`src/tpp_consts.svh`:
```
// tpp_consts.svh - register offsets, field positions and reset values
// assumes: included by tpp_pkg and by every design file of the pwm pair
`ifndef TPP_CONSTS_SVH
`define TPP_CONSTS_SVH

// ==========================================================================
// register offsets (byte addresses, one word each)
`define TPP_ADDR_W       8
`define TPP_CTRL_OFS     8'h00
`define TPP_STAT_OFS     8'h04
`define TPP_MRLD_OFS     8'h08
`define TPP_SRLD_OFS     8'h0c
`define TPP_MCNT_OFS     8'h10
`define TPP_SCNT_OFS     8'h14
`define TPP_OUTC_OFS     8'h18
`define TPP_PSC_OFS      8'h1c

// ==========================================================================
// field positions
`define TPP_CTRL_MSTART  0
`define TPP_CTRL_SSTART  1
`define TPP_CTRL_MHALT   2
`define TPP_CTRL_SHALT   3
`define TPP_STAT_MEN     0
`define TPP_STAT_SEN     1
`define TPP_OUTC_TOUT    0
`define TPP_OUTC_TOE     1
`define TPP_OUTC_LVL     2
`define TPP_OUTC_UCE     3
`define TPP_OUTC_PHOLD   4
`define TPP_OUTC_PLVL    5

// ==========================================================================
// widths and reset values
`define TPP_DATA_W       32
`define TPP_CNT_W        16
`define TPP_PSC_W        8
`define TPP_CNT_RST      16'h0000
`define TPP_PSC_RST      8'h00
`define TPP_DATA_RST     32'h0000_0000

`endif

```
`src/tpp_pkg.sv`:
```
// tpp_pkg.sv - state types of the pwm pair
// assumes: tpp_consts.svh sits in the same folder
`include "tpp_consts.svh"

package tpp_pkg;

	// ==================================================================
	// master channel sequence
	typedef enum logic [1:0] {
		MS_STOP = 2'b00,
		MS_PEND = 2'b01,
		MS_RUN  = 2'b10
	} tpp_mstate_type;

	// ==================================================================
	// slave channel sequence
	typedef enum logic [1:0] {
		SL_STOP = 2'b00,
		SL_WAIT = 2'b01,
		SL_RUN  = 2'b10
	} tpp_sstate_type;

endpackage

```
`src/tpp_chan.sv`:
```
// tpp_chan.sv - one down counter with load, decrement and clear
// assumes: single clock, reset already synchronised by the caller
`timescale 1ns/10ps
`default_nettype none
`include "tpp_consts.svh"

module tpp_chan
	import tpp_pkg::*;
#(
	parameter int unsigned CW = `TPP_CNT_W
) (
	// clock and reset
	input  wire logic          clk_i,
	input  wire logic          rst_n_i,
	// control
	input  wire logic          clr_i,
	input  wire logic          load_i,
	input  wire logic          dec_i,
	input  wire logic [CW-1:0] load_val_i,
	// state
	output logic      [CW-1:0] cnt_o,
	output logic               zero_o
);

	logic [CW-1:0] cnt_ff;

	// load wins over decrement; a counter at zero holds rather than wraps
	always_ff @(posedge clk_i or negedge rst_n_i) begin
		if (!rst_n_i) begin
			cnt_ff <= '0;
		end else if (clr_i) begin
			cnt_ff <= '0;
		end else if (load_i) begin
			cnt_ff <= load_val_i;
		end else if (dec_i && (cnt_ff != '0)) begin
			cnt_ff <= cnt_ff - 1'b1;
		end
	end

	assign cnt_o  = cnt_ff;
	assign zero_o = (cnt_ff == '0);

endmodule
`default_nettype wire

```
`src/tpp_top.sv`:
```
// tpp_top.sv - master/slave timer pair forming one pwm output
// assumes: one 250 MHz clock; registers reached over a plain strobe port
// with read data one cycle after the read strobe
//
// Added by the designer: the address-and-strobe port and the address map.
`timescale 1ns/10ps
`default_nettype none
`include "tpp_consts.svh"

module tpp_top
	import tpp_pkg::*;
#(
	parameter int unsigned UNIT_NUM  = 0,
	parameter int unsigned MASTER_CH = 0,
	parameter int unsigned CW        = `TPP_CNT_W,
	parameter int unsigned PW        = `TPP_PSC_W
) (
	// clock and reset
	input  wire logic                    sys_clk_i,
	input  wire logic                    reset_n_i,
	// register port
	input  wire logic [`TPP_ADDR_W-1:0]  reg_addr_i,
	input  wire logic [`TPP_DATA_W-1:0]  reg_wdata_i,
	input  wire logic                    reg_wr_i,
	input  wire logic                    reg_rd_i,
	output logic      [`TPP_DATA_W-1:0]  reg_rdata_o,
	// slave output pin
	output logic                         pwm_pin_o,
	output logic                         pwm_pin_oe_o,
	// master end event
	output logic                         chan_end_o
);

	// ==================================================================
	// reset release
	logic rst_meta_ff;
	logic rst_sync_ff;
	logic rst_n;

	always_ff @(posedge sys_clk_i or negedge reset_n_i) begin
		if (!reset_n_i) begin
			rst_meta_ff <= 1'b0;
			rst_sync_ff <= 1'b0;
		end else begin
			rst_meta_ff <= 1'b1;
			rst_sync_ff <= rst_meta_ff;
		end
	end

	assign rst_n = rst_sync_ff;

	// ==================================================================
	// address decode
	function automatic logic hit(
		input logic [`TPP_ADDR_W-1:0] addr,
		input logic [`TPP_ADDR_W-1:0] ofs
	);
		return addr == ofs;
	endfunction

	logic wr_ctrl;
	logic wr_mrld;
	logic wr_srld;
	logic wr_outc;
	logic wr_psc;
	logic start_m;
	logic start_s;
	logic halt_m;
	logic halt_s;

	assign wr_ctrl = reg_wr_i && hit(reg_addr_i, `TPP_CTRL_OFS);
	assign wr_mrld = reg_wr_i && hit(reg_addr_i, `TPP_MRLD_OFS);
	assign wr_srld = reg_wr_i && hit(reg_addr_i, `TPP_SRLD_OFS);
	assign wr_outc = reg_wr_i && hit(reg_addr_i, `TPP_OUTC_OFS);
	assign wr_psc  = reg_wr_i && hit(reg_addr_i, `TPP_PSC_OFS);

	// triggers are only decoded from the write, never stored
	assign start_m = wr_ctrl && reg_wdata_i[`TPP_CTRL_MSTART];
	assign start_s = wr_ctrl && reg_wdata_i[`TPP_CTRL_SSTART];
	assign halt_m  = wr_ctrl && reg_wdata_i[`TPP_CTRL_MHALT];
	assign halt_s  = wr_ctrl && reg_wdata_i[`TPP_CTRL_SHALT];

	// ==================================================================
	// output control and unit clock enable
	logic tout_ff;
	logic toe_ff;
	logic lvl_ff;
	logic uce_ff;
	logic phold_ff;
	logic plvl_ff;
	logic clr;
	logic act_lvl;

	always_ff @(posedge sys_clk_i or negedge rst_n) begin
		if (!rst_n) begin
			toe_ff   <= 1'b0;
			lvl_ff   <= 1'b0;
			uce_ff   <= 1'b0;
			phold_ff <= 1'b0;
			plvl_ff  <= 1'b0;
		end else if (wr_outc) begin
			toe_ff   <= reg_wdata_i[`TPP_OUTC_TOE];
			lvl_ff   <= reg_wdata_i[`TPP_OUTC_LVL];
			uce_ff   <= reg_wdata_i[`TPP_OUTC_UCE];
			phold_ff <= reg_wdata_i[`TPP_OUTC_PHOLD];
			plvl_ff  <= reg_wdata_i[`TPP_OUTC_PLVL];
		end
	end

	// unit clock off behaves as power-off of the channel logic
	assign clr     = !uce_ff;
	// level bit set means the active level is low
	assign act_lvl = !lvl_ff;

	// ==================================================================
	// reload values and count clock divider
	logic [CW-1:0] m_reload_ff;
	logic [CW-1:0] s_reload_ff;
	logic [PW-1:0] psc_ff;
	logic [PW-1:0] div_ff;
	logic          tick;

	// no shadow register: a reload written mid-period is taken at the next end event,
	// which is why software waits for the master end event
	always_ff @(posedge sys_clk_i or negedge rst_n) begin
		if (!rst_n) begin
			m_reload_ff <= `TPP_CNT_RST;
			s_reload_ff <= `TPP_CNT_RST;
		end else if (clr) begin
			m_reload_ff <= `TPP_CNT_RST;
			s_reload_ff <= `TPP_CNT_RST;
		end else begin
			if (wr_mrld) begin
				m_reload_ff <= reg_wdata_i[CW-1:0];
			end
			if (wr_srld) begin
				s_reload_ff <= reg_wdata_i[CW-1:0];
			end
		end
	end

	always_ff @(posedge sys_clk_i or negedge rst_n) begin
		if (!rst_n) begin
			psc_ff <= `TPP_PSC_RST;
		end else if (wr_psc) begin
			psc_ff <= reg_wdata_i[PW-1:0];
		end
	end

	always_ff @(posedge sys_clk_i or negedge rst_n) begin
		if (!rst_n) begin
			div_ff <= '0;
		end else if (clr || (div_ff >= psc_ff)) begin
			div_ff <= '0;
		end else begin
			div_ff <= div_ff + 1'b1;
		end
	end

	// one count clock is a one-cycle enable every psc+1 system clocks;
	// a prescale lowered mid-count must not let the divider run to wrap
	assign tick = uce_ff && (div_ff >= psc_ff);

	// ==================================================================
	// master channel
	tpp_mstate_type mstate_ff;
	logic [CW-1:0]  m_cnt;
	logic           m_zero;
	logic           m_irq;
	logic           m_dec;
	logic           m_en;

	// halt wins over a start written in the same word
	always_ff @(posedge sys_clk_i or negedge rst_n) begin
		if (!rst_n) begin
			mstate_ff <= MS_STOP;
		end else if (clr || halt_m) begin
			mstate_ff <= MS_STOP;
		end else begin
			case (mstate_ff)
			MS_STOP: begin
				if (start_m) begin
					mstate_ff <= MS_PEND;
				end
			end
			MS_PEND: begin
				if (tick) begin
					mstate_ff <= MS_RUN;
				end
			end
			MS_RUN: begin
				if (start_m) begin
					mstate_ff <= MS_PEND;
				end
			end
			default: begin
				mstate_ff <= MS_STOP;
			end
			endcase
		end
	end

	assign m_en  = (mstate_ff != MS_STOP);
	// end event at the first count clock and at every wrap through zero
	assign m_irq = tick && ((mstate_ff == MS_PEND) ||
		((mstate_ff == MS_RUN) && m_zero));
	assign m_dec = tick && (mstate_ff == MS_RUN) && !m_zero;

	tpp_chan #(
		.CW         (CW)
	) u_master (
		.clk_i      (sys_clk_i),
		.rst_n_i    (rst_n),
		.clr_i      (clr),
		.load_i     (m_irq),
		.dec_i      (m_dec),
		.load_val_i (m_reload_ff),
		.cnt_o      (m_cnt),
		.zero_o     (m_zero)
	);

	always_ff @(posedge sys_clk_i or negedge rst_n) begin
		if (!rst_n) begin
			chan_end_o <= 1'b0;
		end else begin
			chan_end_o <= m_irq;
		end
	end

	// ==================================================================
	// slave channel
	tpp_sstate_type sstate_ff;
	logic [CW-1:0]  s_cnt;
	logic           s_zero;
	logic           s_en;
	logic           s_load;
	logic           s_step;
	logic           hw_set;
	logic           hw_clr;

	always_ff @(posedge sys_clk_i or negedge rst_n) begin
		if (!rst_n) begin
			sstate_ff <= SL_STOP;
		end else if (clr || halt_s) begin
			sstate_ff <= SL_STOP;
		end else begin
			case (sstate_ff)
			SL_STOP: begin
				if (start_s) begin
					sstate_ff <= SL_WAIT;
				end
			end
			SL_WAIT: begin
				if (m_irq) begin
					sstate_ff <= SL_RUN;
				end
			end
			SL_RUN: begin
				if (!m_irq && tick && s_zero) begin
					sstate_ff <= SL_WAIT;
				end
			end
			default: begin
				sstate_ff <= SL_STOP;
			end
			endcase
		end
	end

	assign s_en   = (sstate_ff != SL_STOP);
	assign s_load = m_irq && s_en;
	// a fresh end event restarts the slave even if it is still running
	assign s_step = tick && (sstate_ff == SL_RUN) && !m_irq;
	assign hw_set = s_step && !s_zero;
	assign hw_clr = s_step && s_zero;

	tpp_chan #(
		.CW         (CW)
	) u_slave (
		.clk_i      (sys_clk_i),
		.rst_n_i    (rst_n),
		.clr_i      (clr),
		.load_i     (s_load),
		.dec_i      (s_step),
		.load_val_i (s_reload_ff),
		.cnt_o      (s_cnt),
		.zero_o     (s_zero)
	);

	// ==================================================================
	// timer output bit: hardware updates only while output is enabled,
	// and a hardware update wins over a software write in the same cycle
	always_ff @(posedge sys_clk_i or negedge rst_n) begin
		if (!rst_n) begin
			tout_ff <= 1'b0;
		end else if (clr) begin
			tout_ff <= 1'b0;
		end else if (toe_ff && hw_set) begin
			tout_ff <= act_lvl;
		end else if (toe_ff && hw_clr) begin
			tout_ff <= !act_lvl;
		end else if (wr_outc) begin
			tout_ff <= reg_wdata_i[`TPP_OUTC_TOUT];
		end
	end

	// ==================================================================
	// pin: timer output while the unit runs, port function otherwise
	always_ff @(posedge sys_clk_i or negedge rst_n) begin
		if (!rst_n) begin
			pwm_pin_o    <= 1'b0;
			pwm_pin_oe_o <= 1'b0;
		end else if (uce_ff) begin
			pwm_pin_o    <= tout_ff;
			pwm_pin_oe_o <= 1'b1;
		end else begin
			pwm_pin_o    <= plvl_ff;
			pwm_pin_oe_o <= phold_ff;
		end
	end

	// ==================================================================
	// register read
	logic [`TPP_DATA_W-1:0] rd_mux;

	always_comb begin
		rd_mux = `TPP_DATA_RST;
		case (reg_addr_i)
		`TPP_STAT_OFS: begin
			rd_mux[`TPP_STAT_MEN] = m_en;
			rd_mux[`TPP_STAT_SEN] = s_en;
		end
		`TPP_MRLD_OFS: rd_mux[CW-1:0] = m_reload_ff;
		`TPP_SRLD_OFS: rd_mux[CW-1:0] = s_reload_ff;
		`TPP_MCNT_OFS: rd_mux[CW-1:0] = m_cnt;
		`TPP_SCNT_OFS: rd_mux[CW-1:0] = s_cnt;
		`TPP_OUTC_OFS: begin
			rd_mux[`TPP_OUTC_TOUT]  = tout_ff;
			rd_mux[`TPP_OUTC_TOE]   = toe_ff;
			rd_mux[`TPP_OUTC_LVL]   = lvl_ff;
			rd_mux[`TPP_OUTC_UCE]   = uce_ff;
			rd_mux[`TPP_OUTC_PHOLD] = phold_ff;
			rd_mux[`TPP_OUTC_PLVL]  = plvl_ff;
		end
		`TPP_PSC_OFS: rd_mux[PW-1:0] = psc_ff;
		default: rd_mux = `TPP_DATA_RST; // control word reads zero
		endcase
	end

	always_ff @(posedge sys_clk_i or negedge rst_n) begin
		if (!rst_n) begin
			reg_rdata_o <= `TPP_DATA_RST;
		end else if (reg_rd_i) begin
			reg_rdata_o <= rd_mux;
		end else begin
			reg_rdata_o <= `TPP_DATA_RST;
		end
	end
endmodule
`default_nettype wire

```
`config.mk`:
```
export PLATFORM = sky130hd
export DESIGN_NAME = tpp_top
export DESIGN_NICKNAME = d
export VERILOG_FILES = /design/src/tpp_pkg.sv /design/src/tpp_chan.sv /design/src/tpp_top.sv
export VERILOG_INCLUDE_DIRS = /design/src
export SDC_FILE = /design/constraint.sdc
export NUM_CORES = 1
export LEC_CHECK = 0
export BUFFER_PORTS_ARGS = -buffer_cell sky130_fd_sc_hd__clkbuf_2
export CORE_MARGIN = 2
export CORE_UTILIZATION = 55
export DETAILED_ROUTE_END_ITERATION = 12
export PLACE_DENSITY = 0.85
export SLEW_MARGIN = 10
export SYNTH_ARGS = -nofsm -noshare
export SYNTH_HDL_FRONTEND = slang
export SYNTH_SLANG_ARGS = --single-unit
```
`constraint.sdc`:
```
create_clock -name sys_clk_i -period 4.2 [get_ports sys_clk_i]
set_input_delay 0.84 -clock sys_clk_i [delete_from_list [all_inputs] [get_ports sys_clk_i]]
set_output_delay 0.84 -clock sys_clk_i [all_outputs]
set_load 0.03 [all_outputs]
```
==> out/metrics.yaml, run 1 <==
status: "finished clean"
synth-edff-count: 0
max_cap_viol_count: 0
grt_pass1_wl_um: 28300
yosysMostFrequentCell: "dfrtp_1"
start_util: 0.557
vias: 5721
clk_pin_slew_ns: 0.07
yosysTopAreaCellShare: 0.441
leakagePower_nw: 2.94
synthArstFlopShare: 1.00
clock-sinks: 111
power_density_nw_per_um2: 306
setup_violations: 0
layout-drive-gt1-share: 0.165
cts_hold_buffers: 0
insertion_delay_ns: 0.35
slowest_stage: "or4b_2"
syn_area_um2: 6300
routabilityCongestion: 0.949
drt_wl_total_um: 17400
syn_inst: 684
period_share: 0.688
antenna_found_initial: 0
core_area_um2: 11300
cp_cell_sequence: "inv_1 > ha_1 > nand2b_1 > a2111oi_4 > o31ai_2 > buf_4 > nand3_2 > inv_2 > or4b_2 > nand3_1"
peakVddDrop_mv: 0.248
postCtsSetupRepairBufs: 0
synth_ff_type: "dfrtp_1"
ys_seq_area_frac: 0.441
crit_arrival_ns: 3.18
ant_nets: 0
postSynthAreaPerCell_um2: 9.22
drtIter0Drc: 767
grt_pass1_vias: 5401
grt_start_max_net_pins: 75
crit_fanout: 21
criticalPathCategory: "reg2reg"
worstSetupStartpointType: "flip-flop"
multi_input_area_um2: 3180
seqCellArea_um2: 2780
n_fill_cell: 947
ys_seq_elements: 111
synth_commonest_cells: "111 x dfrtp_1, 93 x nand2_1, 75 x a21oi_1"
dieWidth_um: 111
yosysWarningCount: 0
endpoint_kind: "flip-flop"
cts_buffer_depth: 2
fin_tns_setup_ns: 0
rsz0062_at_grt: "no"
path_buf_inv: 3
syn_to_final_growth_pct: 7.80
ios: 79
max_freq_mhz: 346
vias_per_cell: 6.66
cts_resized: 0
synth_area_leaders: "dfrtp_1 44%, a21oi_1 6.0%, nand2_1 5.5%"
max_stage_delay_ns: 0.67
root_buffer: "clkbuf_16"
finalPower_w: 0.00208
numCtsBuffers: 9
drv_slew: 0
required_ns: 4.49
cts_tree: "built"
relSlewSlack: 0.345
cp_top_family: "simple AND/OR/NAND/NOR gates"
fin_worst_skew_ns: 0.00918
synth_cell_types: 80
fin_nets: 767
die_area_um2: 12300
diodes: 0
io_buffers: 46
wl_per_cell_um: 20.2
dpl.hpwl_um: 12100
die_h_um: 111
grt-ovfl-total: 0
grt_use_total: 0.286
drcViolationCount: 0
htree_levels: 3
synth.largest_area_cell: "dfrtp_1"
num_rows: 39
tightest_slew_ns: 0.982
period_needed_ns: 2.89
first_pass_iters: 6
final-hold-violation-count: 0
min_path_type: "in2async"
[state kept, by name, summed over array words and instances (netlist names)]
name	flops
s_reload_ff	16
sstate_ff	2
u_master.cnt_o	16
rst_n	1
pwm_pin_oe_o	1
reg_rdata_o	16
plvl_ff	1
uce_ff	1
lvl_ff	1
phold_ff	1
div_ff	8
chan_end_o	1
pwm_pin_o	1
mstate_ff	2
rst_meta_ff	1
toe_ff	1
tout_ff	1
psc_ff	8
u_slave.cnt_o	16
m_reload_ff	16
[final cells by class]
cell class / count / share of cell area
inverters: 17 / 0.00939
clock buffers: 11 / 0.0357
repair buffers: 58 / 0.0471
multi-input cells: 514 / 0.467
flip-flops and latches: 111 / 0.409
well taps: 143 / 0.0263
clock inverters: 5 / 0.00497
[metrics by stage]
step / hold WS (ns) / instance area (um2) / util / instances / setup WS (ns)
6_report: 0.259 / 6800 / 0.600 / 859 / 1.31
5_1_grt: 0.251 / 6800 / 0.600 / 859 / 1.11
4_1_cts: 0.258 / 6800 / 0.600 / 859 / 1.34
3_5_place_dp: 0.344 / 6520 / 0.576 / 843 / 1.35
3_3_place_gp: 0.340 / 6520 / 0.576 / 843 / 1.40
2_1_floorplan: 0.331 / 6360 / - / 699 / 0.879
[cells by family (layout without fill, tap and decap cells)]
| logic type | count (synthesis) | after routing | synth area share |
|---|---|---|---|
| AOI/OAI and AO/OA | 197 | 197 | 0.214 |
| xor gates and xnor gates | 9 | 9 | 0.0125 |
| adders and majority gates | 12 | 12 | 0.0238 |
| buffers and inverters | 74 | 91 | 0.0651 |
| DFF | 111 | 111 | 0.441 |
| muxes | 26 | 26 | 0.0474 |
| other | 2 | 17 | 0.00119 |
| and+or+nand+nor | 253 | 253 | 0.195 |
[placed cells by master (no fill, tap or decap), types with 3 or more instances in the layout]
cell type	Yosys	final
a22oi_1	24	24
nand3_1	34	34
a311oi_1	4	4
o21ai_0	16	16
inv_1	15	15
and3_1	6	6
nor3_1	26	26
ha_1	12	12
dfrtp_1	111	110
mux2i_1	4	4
xor2_1	8	8
or3_1	6	6
nor2_1	38	37
nand2b_1	3	3
a211o_1	3	3
clkbuf_16	0	9
a211oi_1	5	5
o311ai_0	6	6
nand2_1	93	93
clkbuf_2	0	46
a31oi_1	5	5
nor2b_1	5	5
nor4_1	5	5
a21oi_1	75	75
a221oi_1	3	3
nand4_1	7	7
conb_1	2	17
a32oi_1	4	4
o22ai_1	5	5
a21o_1	3	3
mux2_2	21	21
or4_1	6	6
buf_4	18	12
a22o_1	3	3
a21boi_0	4	4
and2_1	4	4
o211ai_1	14	14
[path summary, 6_finish.rpt]
| check | to | slack, ns | cells after the start | from |
|---|---|---|---|---|
| setup reg to reg | u_master.cnt_o[2] | 1.31 | 10 | div_ff[0] |
| hold reg to reg | rst_n | 0.36 | 0 | rst_meta_ff |
| max in group asynchronous | u_slave.cnt_o[8] | 2.70 | 1 | rst_n |
| min in group sys_clk_i | rst_n | 0.36 | 0 | rst_meta_ff |
| hold / removal | rst_n | 0.26 | 1 | reset_n_i |
| setup / recovery | u_master.cnt_o[2] | 1.31 | 10 | div_ff[0] |
[worst register-to-register path, delay by kind of cell (launching register included)]
kind,cells,cell delay [ns]
and+or+nand+nor,4,1.15
AOI/OAI and AO/OA,2,0.50
DFF,1,0.43
adders and majority gates,1,0.26
buffers and inverters,3,0.49
[metal layers]
layer	global-route usage	part of all wire
met3	0.0601	0.096
met2	0.448	0.47
met5	0	0
met4	0.129	0.044
met1	0.388	0.39
[power by group]
part           total, W  internal, W  switching, W  leakage, nW
logic          0.000173    0.0000500      0.000123         1.27
registers       0.00110      0.00108     0.0000222         1.54
clock network  0.000806     0.000418      0.000388        0.132
Note: power is estimated with default switching activity, not from simulation.
==> inputs of run 2 (changes only) <==
--- a/config.mk
+++ b/config.mk
@@ -8,9 +8,9 @@
 export LEC_CHECK = 0
 export BUFFER_PORTS_ARGS = -buffer_cell sky130_fd_sc_hd__clkbuf_2
 export CORE_MARGIN = 2
-export CORE_UTILIZATION = 55
+export CORE_UTILIZATION = 53
 export DETAILED_ROUTE_END_ITERATION = 12
-export PLACE_DENSITY = 0.85
+export PLACE_DENSITY = 0.86
 export SLEW_MARGIN = 10
 export SYNTH_ARGS = -nofsm -noshare
 export SYNTH_HDL_FRONTEND = slang
==> constraint.sdc (replaced) <==
create_clock -name sys_clk_i -period 2.4 [get_ports sys_clk_i]
set_input_delay 0.48 -clock sys_clk_i [delete_from_list [all_inputs] [get_ports sys_clk_i]]
set_output_delay 0.48 -clock sys_clk_i [all_outputs]
set_load 0.03 [all_outputs]
==> out/metrics.yaml, run 2 (same netlist as run 1, synthesis figures left out) <==
layout-drive-gt1-share: 0.254  # was 0.165
rsz0062_at_grt: "yes"  # was no
violations: "design-rule violations, negative setup slack"
stdcell_area_um2: 7460  # was 6800 um2
cp.depth: 7  # was 10
period_needed_ns: 2.42  # was 2.89 ns
insertion_delay_ns: 0.36  # was 0.35 ns
grt_pass1_wl_um: 30300  # was 28,300 um
io_buffers: 46  # unchanged
rr_worst_depth: 7  # was 10
antenna_found_initial: 0  # unchanged
slowest_stage: "o31ai_4"  # was or4b_2
grt_use_total: 0.303  # was 0.286
ant_nets: 0  # unchanged
cts_tree: "built"  # unchanged
final-hold-violation-count: 0  # unchanged
crit_arrival_ns: 2.69  # was 3.18 ns
final_common_cell: "dfrtp_1"  # unchanged
place_inst: 899  # was 843
grt_start_max_net_pins: 48  # was 75
start_util: 0.547  # was 0.557
min_path_type: "reg2async"  # was in2async
clock-sinks: 111  # unchanged
drv_slew: 0  # unchanged
status: "finished, violations left"  # was finished clean
crit_fanout: 5  # was 21
dieWidth_um: 113  # was 111 um
hold_slack_ns: 0.333  # was 0.259 ns
vias: 6017  # was 5,721
syn_to_final_growth_pct: 18.3  # was 7.80%
worstSetupStartpointType: "flip-flop"  # unchanged
clk_pin_slew_ns: 0.08  # was 0.07 ns
relSlewSlack: 0.462  # was 0.345
fin_cells: 923  # was 859
wl_per_cell_um: 20.5  # was 20.2 um
num_rows: 39  # unchanged
peakVddDrop_mv: 0.313  # was 0.248 mV
cts_buffer_depth: 2  # unchanged
r2r_setup_slack_ns: -0.02  # was 1.31 ns
power_density_nw_per_um2: 513  # was 306 nW/um2
grt_pass1_vias: 5764  # was 5,401
drcViolationCount: 4  # was 0
setup_violations: 1  # was 0
max_cap_viol_count: 0  # unchanged
period_share: 1.01  # was 0.688
max_stage_delay_ns: 0.52  # was 0.67 ns
cp_top_family: "simple AND/OR/NAND/NOR gates"  # unchanged
die_h_um: 113  # was 111 um
ios: 79  # unchanged
drtIter0Drc: 686  # was 767
fin_ws_ns: -0.0178  # was 1.31 ns
numCtsBuffers: 9  # unchanged
fin_nets: 831  # was 767
htree_levels: 3  # unchanged
tightest_slew_ns: 0.798  # was 0.982 ns
dpl_cell_area_um2: 6990  # was 6520 um2
root_buffer: "clkbuf_16"  # unchanged
endpoint_kind: "flip-flop"  # unchanged
die_area_um2: 12800  # was 12,300 um2
dpl.hpwl_um: 13600  # was 12,100 um
diodes: 0  # unchanged
layout_common_cells: "110 x dfrtp_1, 91 x nand2_1, 74 x a21oi_1"  # was 110 x dfrtp_1, 93 x nand2_1, 75 x a21oi_1
routabilityCongestion: 0.984  # was 0.949
cp_cell_sequence: "inv_1 > ha_1 > nand4_1 > o31ai_4 > nand3_2 > or4_1 > o211ai_1"  # was inv_1 > ha_1 > nand2b_1 > a2111oi_4 > o31ai_2 > buf_4 > nand3_2 > inv_2 > or4b_2 > nand3_1
fin_worst_skew_ns: 0.00823  # was 0.00918 ns
required_ns: 2.68  # was 4.49 ns
first_pass_iters: 9  # was 6
max_freq_mhz: 414  # was 346 MHz
vias_per_cell: 6.52  # was 6.66
grt-ovfl-total: 0  # unchanged
leakagePower_nw: 3.35  # was 2.94 nW
drt_wl_total_um: 18900  # was 17,400 um
core_area_um2: 11500  # was 11,300 um2
criticalPathCategory: "reg2reg"  # unchanged
path_buf_inv: 1  # was 3
run 2: cell count changes in the layout (fill, tap and decap cells not counted), moves of 2 or more:
cell / delta
buf_12: +2
buf_4: +56
buf_6: +5
inv_1: -3
inv_2: +2
inv_6: +2
nand2_1: -2
nand2_2: +2
nand3_1: -3
nand3_2: +2
nor3_1: -2
nor3_2: +2
o311ai_0: -5
o311ai_1: +5
run 2: final timing paths:
| check | from | end |
|---|---|---|
| max in group asynchronous | rst_n | reg_rdata_o[1] |
| min reg2reg | rst_n | u_slave.cnt_o[2] |
| max | psc_ff[7] | u_master.cnt_o[4] |
| min | rst_n | u_slave.cnt_o[2] |
| max reg2reg | psc_ff[7] | u_master.cnt_o[4] |
| min in group sys_clk_i | reg_wdata_i[15] | m_reload_ff[15] |
run 2: per-layer routing:
layer | GRT usage | wire [um] | up-vias
met5 | 0 | 0 | -
met4 | 0.131 | 577 | 0
met3 | 0.0648 | 2160 | 62
met2 | 0.454 | 8690 | 390
met1 | 0.427 | 7460 | 2896
li1 | - | - | 2669
run 2: timing repair:
item | in CTS | in global routing
resized for setup | 1 | 35
hold buffers | 1 | 0
pin swaps | 1 | 9
hold endpoints to repair | 2 | 0
buffers inserted | 0 | 7
setup endpoints to repair | 9 | 28
run 2: worst register-to-register path, delay by kind of cell (launching register included):
| kind | cells | cell delay, ns |
|---|---|---|
| flip-flops | 1 | 0.38 |
| AND/OR/NAND/NOR | 3 | 0.97 |
| AO/OA/AOI/OAI | 2 | 0.62 |
| buffers and inverters | 1 | 0.06 |
| adder cells (fa/ha/maj) | 1 | 0.31 |
run 2: report_power, final:
part / internal (W) / switching, W
registers: 0.00189 / 0.0000287
logic: 0.000125 / 0.000248
clock network: 0.000818 / 0.000717
run 2: area by class of cell:
| type | count | area, um2 |
|---|---|---|
| Fill cell | 885 | 4060 |
| Tap cell | 143 | 179 |
| Timing Repair Buffer | 122 | 847 |
| Clock inverter | 6 | 68.8 |
| Inverter | 17 | 71.3 |
| Multi-Input combinational cell | 514 | 3280 |
| Sequential cell | 111 | 2780 |
| Clock buffer | 10 | 229 |
run 2: stage by stage:
step           setup TNS, ns   util  setup slack, ns  power (W)
6_report             -0.0178  0.648          -0.0178    0.00382
5_1_grt               -0.398  0.648          -0.0898    0.00396
4_1_cts            -0.000409  0.634        -0.000409    0.00380
3_5_place_dp         -0.0442  0.607          -0.0234    0.00229
3_3_place_gp               0  0.607           0.0429    0.00228
2_1_floorplan              0      -           0.0999    0.00219
